**config.mk**
```make
export PLATFORM = sky130hd
export DESIGN_NAME = oms_output_mode_selector
export DESIGN_NICKNAME = d
export VERILOG_FILES = /design/src/oms_pkg.sv /design/src/oms_output_mode_selector.sv
export VERILOG_INCLUDE_DIRS = /design/src
export SDC_FILE = /design/constraint.sdc
export NUM_CORES = 1
export LEC_CHECK = 0
export BUFFER_PORTS_ARGS = -buffer_cell sky130_fd_sc_hd__buf_4
export CAP_MARGIN = 20
export CORE_MARGIN = 2
export CORE_UTILIZATION = 23
export DETAILED_ROUTE_END_ITERATION = 8
export GPL_ROUTABILITY_DRIVEN = 0
export PLACE_DENSITY = 0.44
export SYNTH_ARGS = -nofsm -noshare
export SYNTH_HDL_FRONTEND = slang
export SYNTH_SLANG_ARGS = --single-unit
```
**constraint.sdc**
```tcl
create_clock -name clk_i -period 5 [get_ports clk_i]
set_clock_uncertainty 0.2 [all_clocks]
set_input_delay 0.5 -clock clk_i [delete_from_list [all_inputs] [get_ports clk_i]]
set_output_delay 0.5 -clock clk_i [all_outputs]
set_load 0.02 [all_outputs]
```
**src/oms_consts.svh**
```systemverilog
`ifndef OMS_CONSTS_SVH
`define OMS_CONSTS_SVH
// ***********************************************************
// timing
// ***********************************************************
`define OMS_CLK_MHZ        200
`define OMS_RAMP_UNIT_US   1000
`define OMS_RAMP_UNIT_CYC  (`OMS_RAMP_UNIT_US * `OMS_CLK_MHZ)
`define OMS_TENTH_US       100000
`define OMS_TENTH_CYC      (`OMS_TENTH_US * `OMS_CLK_MHZ)
`define OMS_FRAME_LAST     4'h9
`define OMS_FLASH_OFF_END  4'h1
`define OMS_HALF_ON_END    4'h5
// ***********************************************************
// register offsets
// ***********************************************************
`define OMS_ADR_CTRL       8'h00
`define OMS_ADR_CONFIG     8'h04
`define OMS_ADR_MANUAL     8'h08
`define OMS_ADR_SAFETY     8'h0c
`define OMS_ADR_SERIAL     8'h10
`define OMS_ADR_FLOAT      8'h14
`define OMS_ADR_STATUS     8'h18
`define OMS_ADR_Y          8'h1c
// ***********************************************************
// fields and reset values
// ***********************************************************
`define OMS_CFG_PRIO       0
`define OMS_CFG_SRC        1
`define OMS_CFG_SER        3:2
`define OMS_CFG_STRUCT     5:4
`define OMS_CFG_LOCK       7:6
`define OMS_RST_CONFIG     8'h00
`define OMS_RST_FLOAT      16'h003c
`define OMS_RST_VALUE      16'h0000
`define OMS_Y_MIN          16'hff9c
`define OMS_Y_MAX          16'h044c
`define OMS_Y_HALF         16'h01f4
`define OMS_IN_BLK_UP      0
`define OMS_IN_BLK_DN      1
`define OMS_IN_SAFE        2
`define OMS_IN_FOLLOW      3
`define OMS_IN_EXTMAN      4
`define OMS_IN_RAISE       5
`define OMS_IN_LOWER       6
`endif

```
**src/oms_pkg.sv**
```systemverilog
// ***********************************************************
// types
// ***********************************************************
package oms_pkg;
   typedef enum logic [2:0] {
      MD_AUTO,
      MD_MANUAL,
      MD_FOLLOW,
      MD_SAFETY,
      MD_BLOCK
   } oms_mode_t;
   typedef logic signed [15:0] oms_val_t;
endpackage

```
**src/oms_output_mode_selector.sv**
```systemverilog
// Functional notes
// - automatic value drives output when no other mode input or selection is set, and in the unblocked direction with one blocking input
// - manual is entered by front selection OR external manual request
// - manual needs safety and blocking off, and follow off when follow wins
// - manual value absolute for continuous, increment for step controllers
// - follow needs safety and blocking off, and manual off when manual wins
// - follow source: analog or incremental below level 2, serial value at 2 and 3
// - incremental follow value ramps full scale per floating time
// - step controllers with internal feedback use only the incremental follow value
// - safety input with no blocking routes safety value limited to 110 percent
// - step internal feedback safety: lower below 50 percent, raise otherwise
// - one blocking input freezes its direction, both freeze output fully
// - blocking over safety over manual/follow over automatic, switch orders manual/follow
// - manual lamp on when requested, flashes 0.1 off 0.9 on for external only
// - external lamp steady in follow, flashes 1:1 when manual holds it off
// - external manual request falling with no front selection returns to automatic
// - manual and incremental follow values track the output while inactive so switching is bumpless
// - follow stays prepared under manual and takes over when manual releases
// - lock setting forces front selection to automatic only or manual only
`timescale 1ns/100ps
`default_nettype none
`include "oms_consts.svh"
module oms_output_mode_selector
   import oms_pkg::*;
#(
   parameter int unsigned RAMP_UNIT_CYC = `OMS_RAMP_UNIT_CYC,
   parameter int unsigned TENTH_CYC     = `OMS_TENTH_CYC
) (
   input  wire logic        clk_i,
   input  wire logic        rst_i,
   input  wire logic        wb_cyc_i,
   input  wire logic        wb_stb_i,
   input  wire logic        wb_we_i,
   input  wire logic [7:0]  wb_adr_i,
   input  wire logic [3:0]  wb_sel_i,
   input  wire logic [31:0] wb_dat_i,
   output var  logic [31:0] wb_dat_o,
   output var  logic        wb_ack_o,
   input  wire logic [1:0]  direction_block_inputs_i,
   input  wire logic        safety_request_i,
   input  wire logic        follow_request_i,
   input  wire logic        external_manual_request_i,
   input  wire logic        follow_raise_i,
   input  wire logic        follow_lower_i,
   input  wire logic [15:0] automatic_value_i,
   input  wire logic [15:0] analog_follow_value_i,
   output var  logic [15:0] y_o,
   output var  logic [2:0]  mode_o,
   output var  logic        manual_msg_o,
   output var  logic        follow_msg_o,
   output var  logic        step_raise_o,
   output var  logic        step_lower_o,
   output var  logic        manual_lamp_o,
   output var  logic        external_lamp_o
);
   // *********************************************************
   // helpers
   // *********************************************************
   localparam logic [17:0] RAMP_LAST  = 18'(RAMP_UNIT_CYC - 1);
   localparam logic [24:0] TENTH_LAST = 25'(TENTH_CYC - 1);
   function automatic oms_val_t clamp(input oms_val_t v);
      if (v < $signed(`OMS_Y_MIN)) begin
         return $signed(`OMS_Y_MIN);
      end
      if (v > $signed(`OMS_Y_MAX)) begin
         return $signed(`OMS_Y_MAX);
      end
      return v;
   endfunction
   function automatic logic [15:0] wmerge(input logic [15:0] old,
                                          input logic [31:0] dat,
                                          input logic [3:0]  sel);
      logic [15:0] r;
      r = old;
      if (sel[0]) begin
         r[7:0] = dat[7:0];
      end
      if (sel[1]) begin
         r[15:8] = dat[15:8];
      end
      return r;
   endfunction
   // *********************************************************
   // state
   // *********************************************************
   logic [6:0]  in_meta;
   logic [6:0]  in_sync;
   logic        ack;
   logic [31:0] dat;
   logic        front;
   logic [7:0]  cfg;
   oms_val_t    manual_val;
   oms_val_t    safety_val;
   oms_val_t    serial_val;
   logic [15:0] float_time;
   oms_val_t    ext_inc;
   oms_val_t    y;
   oms_mode_t   mode;
   logic        raise;
   logic        lower;
   logic        mlamp;
   logic        elamp;
   logic [24:0] tenth_cnt;
   logic [3:0]  tenth;
   logic [17:0] ramp_cnt;
   logic [15:0] ms_cnt;
   logic        next_ack;
   logic [31:0] next_dat;
   logic        next_front;
   logic [7:0]  next_cfg;
   oms_val_t    next_manual_val;
   oms_val_t    next_safety_val;
   oms_val_t    next_serial_val;
   logic [15:0] next_float_time;
   oms_val_t    next_ext_inc;
   oms_val_t    next_y;
   oms_mode_t   next_mode;
   oms_mode_t   mode_nb;
   logic        next_raise;
   logic        next_lower;
   logic        next_mlamp;
   logic        next_elamp;
   logic [24:0] next_tenth_cnt;
   logic [3:0]  next_tenth;
   logic [17:0] next_ramp_cnt;
   logic [15:0] next_ms_cnt;
   logic [1:0]  blk;
   logic        safe;
   logic        fol;
   logic        ext;
   logic        fe;
   logic        man_req;
   logic        prio;
   logic        step_int;
   logic        hit;
   logic        wr;
   logic        unit_step;
   oms_val_t    auto_c;
   oms_val_t    fsel;
   oms_val_t    cand;
   // *********************************************************
   // next-state logic
   // *********************************************************
   always_comb begin
      blk      = in_sync[`OMS_IN_BLK_DN:`OMS_IN_BLK_UP];
      safe     = in_sync[`OMS_IN_SAFE];
      fol      = in_sync[`OMS_IN_FOLLOW];
      ext      = in_sync[`OMS_IN_EXTMAN];
      prio     = cfg[`OMS_CFG_PRIO];
      step_int = (cfg[`OMS_CFG_STRUCT] == 2'h1);
      // lock overrides the front key only, other modes stay usable
      case (cfg[`OMS_CFG_LOCK])
         2'h1:    fe = 1'b0;
         2'h2:    fe = 1'b1;
         default: fe = front;
      endcase
      man_req = fe | ext;
      auto_c  = clamp(automatic_value_i);
      // priority chain, blocking decided separately below
      if (safe) begin
         mode_nb = MD_SAFETY;
      end else if (prio && man_req) begin
         mode_nb = MD_MANUAL;
      end else if (fol) begin
         mode_nb = MD_FOLLOW;
      end else if (man_req) begin
         mode_nb = MD_MANUAL;
      end else begin
         mode_nb = MD_AUTO;
      end
      next_mode = (|blk) ? MD_BLOCK : mode_nb;
      if (step_int) begin
         fsel = ext_inc;
      end else if (cfg[`OMS_CFG_SER] >= 2'h2) begin
         fsel = serial_val;
      end else if (cfg[`OMS_CFG_SRC]) begin
         fsel = ext_inc;
      end else begin
         fsel = clamp(analog_follow_value_i);
      end

      case (mode_nb)
         MD_MANUAL: cand = manual_val;
         MD_FOLLOW: cand = fsel;
         MD_SAFETY: cand = safety_val;
         default:   cand = auto_c;
      endcase

      // a blocked direction only lets the output move the other way
      case (blk)
         2'h3:    next_y = y;
         2'h1:    next_y = (cand < y) ? cand : y;
         2'h2:    next_y = (cand > y) ? cand : y;
         default: next_y = cand;
      endcase

      next_raise = (next_mode == MD_SAFETY) && step_int &&
                   (safety_val >= $signed(`OMS_Y_HALF));
      next_lower = (next_mode == MD_SAFETY) && step_int &&
                   (safety_val < $signed(`OMS_Y_HALF));
      // ramp prescaler: one value unit per floating-time milliseconds
      next_ramp_cnt = (ramp_cnt == RAMP_LAST) ? 18'h00000 : ramp_cnt + 18'h00001;
      next_ms_cnt   = ms_cnt;
      unit_step     = 1'b0;
      if (ramp_cnt == RAMP_LAST) begin
         if (ms_cnt + 16'h0001 >= float_time) begin
            next_ms_cnt = 16'h0000;
            unit_step   = 1'b1;
         end else begin
            next_ms_cnt = ms_cnt + 16'h0001;
         end
      end

      // tenth tick and ten-tenth frame for the lamps
      next_tenth_cnt = (tenth_cnt == TENTH_LAST) ? 25'h0000000 : tenth_cnt + 25'h0000001;
      next_tenth     = tenth;
      if (tenth_cnt == TENTH_LAST) begin
         next_tenth = (tenth == `OMS_FRAME_LAST) ? 4'h0 : tenth + 4'h1;
      end
      next_mlamp = man_req && (fe || tenth >= `OMS_FLASH_OFF_END);
      next_elamp = fol && (!(prio && man_req) || tenth < `OMS_HALF_ON_END);
      // bus slave: ack one cycle after the strobe, write on the ack edge
      hit             = wb_cyc_i && wb_stb_i;
      wr              = hit && ack && wb_we_i;
      next_ack        = hit && !ack;
      next_dat        = dat;
      next_front      = front;
      next_cfg        = cfg;
      next_safety_val = safety_val;
      next_serial_val = serial_val;
      next_float_time = float_time;
      next_manual_val = manual_val;
      if (hit && !ack) begin
         case (wb_adr_i)
            `OMS_ADR_CTRL:   next_dat = {31'h00000000, front};
            `OMS_ADR_CONFIG: next_dat = {24'h000000, cfg};
            `OMS_ADR_MANUAL: next_dat = {16'h0000, manual_val};
            `OMS_ADR_SAFETY: next_dat = {16'h0000, safety_val};
            `OMS_ADR_SERIAL: next_dat = {16'h0000, serial_val};
            `OMS_ADR_FLOAT:  next_dat = {16'h0000, float_time};
            `OMS_ADR_STATUS: next_dat = {22'h000000, elamp, mlamp, lower, raise,
                                         follow_msg_o, manual_msg_o, 1'b0, mode};
            `OMS_ADR_Y:      next_dat = {16'h0000, y};
            default:         next_dat = 32'h00000000;
         endcase
      end
      if (wr && wb_adr_i == `OMS_ADR_CTRL && wb_sel_i[0]) begin
         next_front = wb_dat_i[0];
      end
      if (wr && wb_adr_i == `OMS_ADR_CONFIG && wb_sel_i[0]) begin
         next_cfg = wb_dat_i[7:0];
      end
      if (wr && wb_adr_i == `OMS_ADR_SAFETY) begin
         next_safety_val = clamp(wmerge(safety_val, wb_dat_i, wb_sel_i));
      end
      if (wr && wb_adr_i == `OMS_ADR_SERIAL) begin
         next_serial_val = clamp(wmerge(serial_val, wb_dat_i, wb_sel_i));
      end
      if (wr && wb_adr_i == `OMS_ADR_FLOAT) begin
         next_float_time = wmerge(float_time, wb_dat_i, wb_sel_i);
      end
      // manual value: absolute or increment, else it shadows the output
      if (next_mode != MD_MANUAL) begin
         next_manual_val = next_y;
      end else if (wr && wb_adr_i == `OMS_ADR_MANUAL) begin
         if (cfg[`OMS_CFG_STRUCT] == 2'h0) begin
            next_manual_val = clamp(wmerge(manual_val, wb_dat_i, wb_sel_i));
         end else begin
            next_manual_val = clamp(manual_val + wmerge(16'h0000, wb_dat_i, wb_sel_i));
         end
      end

      // incremental follow value ramps while active, tracks output otherwise
      next_ext_inc = ext_inc;
      if (next_mode != MD_FOLLOW) begin
         next_ext_inc = next_y;
      end else if (unit_step && in_sync[`OMS_IN_RAISE] && !in_sync[`OMS_IN_LOWER]) begin
         next_ext_inc = clamp(ext_inc + 16'sh0001);
      end else if (unit_step && in_sync[`OMS_IN_LOWER] && !in_sync[`OMS_IN_RAISE]) begin
         next_ext_inc = clamp(ext_inc - 16'sh0001);
      end
   end

   // *********************************************************
   // registers
   // *********************************************************
   always_ff @(posedge clk_i) begin
      if (rst_i) begin
         in_meta         <= 7'h00;
         in_sync         <= 7'h00;
         ack             <= 1'b0;
         dat             <= 32'h00000000;
         front           <= 1'b0;
         cfg             <= `OMS_RST_CONFIG;
         manual_val      <= `OMS_RST_VALUE;
         safety_val      <= `OMS_RST_VALUE;
         serial_val      <= `OMS_RST_VALUE;
         float_time      <= `OMS_RST_FLOAT;
         ext_inc         <= `OMS_RST_VALUE;
         y               <= `OMS_RST_VALUE;
         mode            <= MD_AUTO;
         raise           <= 1'b0;
         lower           <= 1'b0;
         mlamp           <= 1'b0;
         elamp           <= 1'b0;
         tenth_cnt       <= 25'h0000000;
         tenth           <= 4'h0;
         ramp_cnt        <= 18'h00000;
         ms_cnt          <= 16'h0000;
         manual_msg_o    <= 1'b0;
         follow_msg_o    <= 1'b0;
      end else begin
         in_meta         <= {follow_lower_i, follow_raise_i, external_manual_request_i,
                             follow_request_i, safety_request_i, direction_block_inputs_i};
         in_sync         <= in_meta;
         ack             <= next_ack;
         dat             <= next_dat;
         front           <= next_front;
         cfg             <= next_cfg;
         manual_val      <= next_manual_val;
         safety_val      <= next_safety_val;
         serial_val      <= next_serial_val;
         float_time      <= next_float_time;
         ext_inc         <= next_ext_inc;
         y               <= next_y;
         mode            <= next_mode;
         raise           <= next_raise;
         lower           <= next_lower;
         mlamp           <= next_mlamp;
         elamp           <= next_elamp;
         tenth_cnt       <= next_tenth_cnt;
         tenth           <= next_tenth;
         ramp_cnt        <= next_ramp_cnt;
         ms_cnt          <= next_ms_cnt;
         manual_msg_o    <= (next_mode == MD_MANUAL);
         follow_msg_o    <= (next_mode == MD_FOLLOW);
      end
   end

   assign wb_ack_o        = ack;
   assign wb_dat_o        = dat;
   assign y_o             = y;
   assign mode_o          = mode;
   assign step_raise_o    = raise;
   assign step_lower_o    = lower;
   assign manual_lamp_o   = mlamp;
   assign external_lamp_o = elamp;
endmodule
`default_nettype wire

```
==> flow_summary.toml <==
[clock_tree]
clock-sinks = 208
cts_tree = "built"
worst_skew_pair.late_latency_ps = 560
cts_root_buffer = "clkbuf_16"
cts.clk_slew.worst_paths_ps = 60
cts_max_path_buffers = 3
cts_buffers = 26
h-tree-depth = 1

[detailed_routing]
antenna_left = 0
first_pass_iters = 9
wl_per_cell_um = 21.3
drt-initial-drc-count = 1426
num_vias = 14700
wl_um = 58600
drc = 0
via_per_inst = 5.32

[timing]
slew_headroom = 0.401
finalHoldViolations = 0
fin_setup_tns_ps = 0
fin_crit_ps = 4820
slew_violations = 0
setup_violations = 0
period_share = 0.964
worst_pin_slew_ps = 894
rsz0062_at_grt = "yes"
fmax_mhz = 207

[floorplanning]
die_w_um = 251
dieArea_um2 = 62900
fp.coreArea_um2 = 60400
die_h_um = 251
io_pins = 146
start_util = 0.232
rows = 90

[worst_setup_path]
endpoint_kind = "flop"
path_common_cell = "buf_4"
worst-setup-path-type = "reg -> reg"
cp.required_ps = 5240
max_stage_delay_ps = 420
crit_arrival_ps = 5060
crit_path_max_fanout = 5
startpoint_type = "flop"
critPathSlowestCell = "a222oi_1"
crit_chain = "inv_1 > ha_1 > buf_4 > mux2i_4 > a31oi_2 > buf_4 > buf_4 > nor2_1 > a222oi_1 > o221ai_4 > inv_2 > ha_1 > nor2b_1 > o21a_1 > o2111ai_2 > a21o_1 > buf_4 > nand4b_1 > and3_4 > buf_4 > mux2i_1 > buf_4 > nor3_1 > o32a_1"

[power_and_ir_drop]
totalPowerFinal_mw = 4.92
cellLeakagePower_nw = 6.57
ir_drop_mv = 0.188
power.density_nw_per_um2 = 286

[global_routing]
grt_pass1_vias = 13900
grt_max_degree = 37
overflow = 0
grt_pass1_wl_um = 87300
antenna_found_initial = 1
grt_use_total = 0.180

[synth]
synth_flop_cell = "dfxtp_1"
async_reset_ff_frac = 0
synthTopCellsByArea = "dfxtp_1 30%, nor2_1 5.0%, ha_1 4.8%"
netlist.area_leader.share = 0.297
synth_cells = 1805
synth.distinct_cells = 98
ys_warn_count = 0
avgSynthCellArea_um2 = 7.77
synth_edf_count = 0
synth_area_um2 = 14000
synth-seq-cells = 208
yosysSeqAreaShare = 0.297
yosysTopAreaCell = "dfxtp_1"

[run_status]
status = "finished clean"

[min_path]
hp-class = "in -> reg"

[finish]
layout-drive-gt1-share = 0.163
final_util = 0.285
area_delta_synth_final_pct = 22.7
nNetsFinal = 2102

[placement]
numPortBuffers = 111
dpl.hpwl_um = 46000

[run]
drv_cap = 0
layer usage:
layer  part of all wire  vias up  wire (um)  global-route usage
met5                  0        -          0                   0
met4              0.029        0       1700              0.0493
met3              0.082       94       4780              0.0356
met2               0.44      579      25900               0.286
met1               0.45     7095      26300               0.248
li1                   -     6895          -                   -
power breakdown:
part	leakage (nW)	total, mW	internal [mW]	switching, mW
clock network	0.399	1.87	1.11	0.763
logic	4.47	1.19	0.478	0.710
registers	1.69	1.85	1.72	0.137
through the flow:
step	std cells	hold slack [ps]	area, um2	worst slack [ps]
CTS	2748	4.12	17000	35.5
floorplan	1820	214	14100	410
global placement	2699	218	16100	-29.5
finish	2757	33.6	17200	179
global route	2756	44.4	17200	-93.4
detailed placement	2699	223	16100	-130
synth_stat cells, types with 17 or more instances:
master,instances
dfxtp_1,208
nor2_1,186
nand2_1,159
a21oi_1,104
inv_1,96
o21ai_0,83
clkbuf_1,71
nand3_1,60
ha_1,54
nor3_1,52
xnor2_1,45
xor2_1,43
mux2i_1,37
a31oi_1,33
a22oi_1,32
and2_1,29
nand4_1,27
and3_1,26
nor2b_1,24
a221oi_1,22
nand2b_1,21
o21a_1,20
a211oi_1,19
buf_4,17
nor4_1,17
worst max-delay path: cells and delay by family, from the launching register on:
family / cells / cell delay [ps]
flops: 1 / 340
compound gates: 7 / 1670
fa+ha+maj: 2 / 440
mux: 2 / 490
simple gates: 5 / 500
buf+inv: 8 / 1070
final cells by class:
| cell class | instances | area, um2 |
|---|---|---|
| diodes | 2 | 5.00 |
| clock buffers | 35 | 724 |
| clock inverters | 7 | 105 |
| fillers | 6572 | 43200 |
| inverters | 98 | 368 |
| multi-input cells | 1398 | 9130 |
| flip-flops and latches | 208 | 4160 |
| well taps | 782 | 978 |
| repair buffers | 227 | 1730 |
state kept, by name, indices dropped and copies added, names as in the netlist, 3 cells and up:
signal,count
serial_val,16
mode_o,3
manual_val,16
float_time,16
ext_inc,16
in_meta,7
in_sync,7
safety_val,16
cfg,8
wb_dat_o,16
tenth,4
ms_cnt,16
tenth_cnt,25
y_o,16
ramp_cnt,18
cell usage in the layout, fill, tap and decap left out, types with 20 or more instances in the layout:
cell type	instances
nor2_1	185
nand2b_1	21
dfxtp_1	208
nand4_1	27
inv_1	95
xnor2_1	45
mux2i_1	35
o21a_1	20
nand2_1	158
buf_4	219
a22oi_1	32
nor3_1	50
a221oi_1	21
xor2_1	43
clkbuf_16	26
a21oi_1	99
and2_1	29
a31oi_1	32
and3_1	25
o21ai_0	82
nand3_1	58
ha_1	53
nor2b_1	24
kinds of logic (layout without fill, tap and decap cells):
kind of cell | count (synthesis) | count (layout) | synth area share
AOI/OAI and AO/OA | 506 | 506 | 0.251
xor gates and xnor gates | 89 | 89 | 0.0562
adders and majority gates | 55 | 55 | 0.0496
buffers and inverters | 214 | 367 | 0.0672
DFF | 208 | 208 | 0.297
muxes | 47 | 47 | 0.0345
other | 1 | 18 | 0.000268
and+or+nand+nor | 685 | 685 | 0.244
final timing paths:
check	startpoint	endpoint	slack, ps	cells after the start
max reg2reg	cfg[6]	manual_val[4]	180	24
min	wb_dat_i[4]	float_time[4]	30	3
max	cfg[6]	manual_val[4]	180	24
min reg2reg	in_meta[0]	in_sync[0]	230	1
timing repair:
| action | CTS | global route |
|---|---|---|
| pin swaps | 0 | 10 |
| hold buffers | 7 | 0 |
| setup buffers | 0 | 6 |
| endpoints found under the setup margin | 28 | 40 |
| gates resized for setup | 2 | 30 |
| endpoints found under the hold margin | 7 | 0 |
Power figures use the tool's default switching activity.
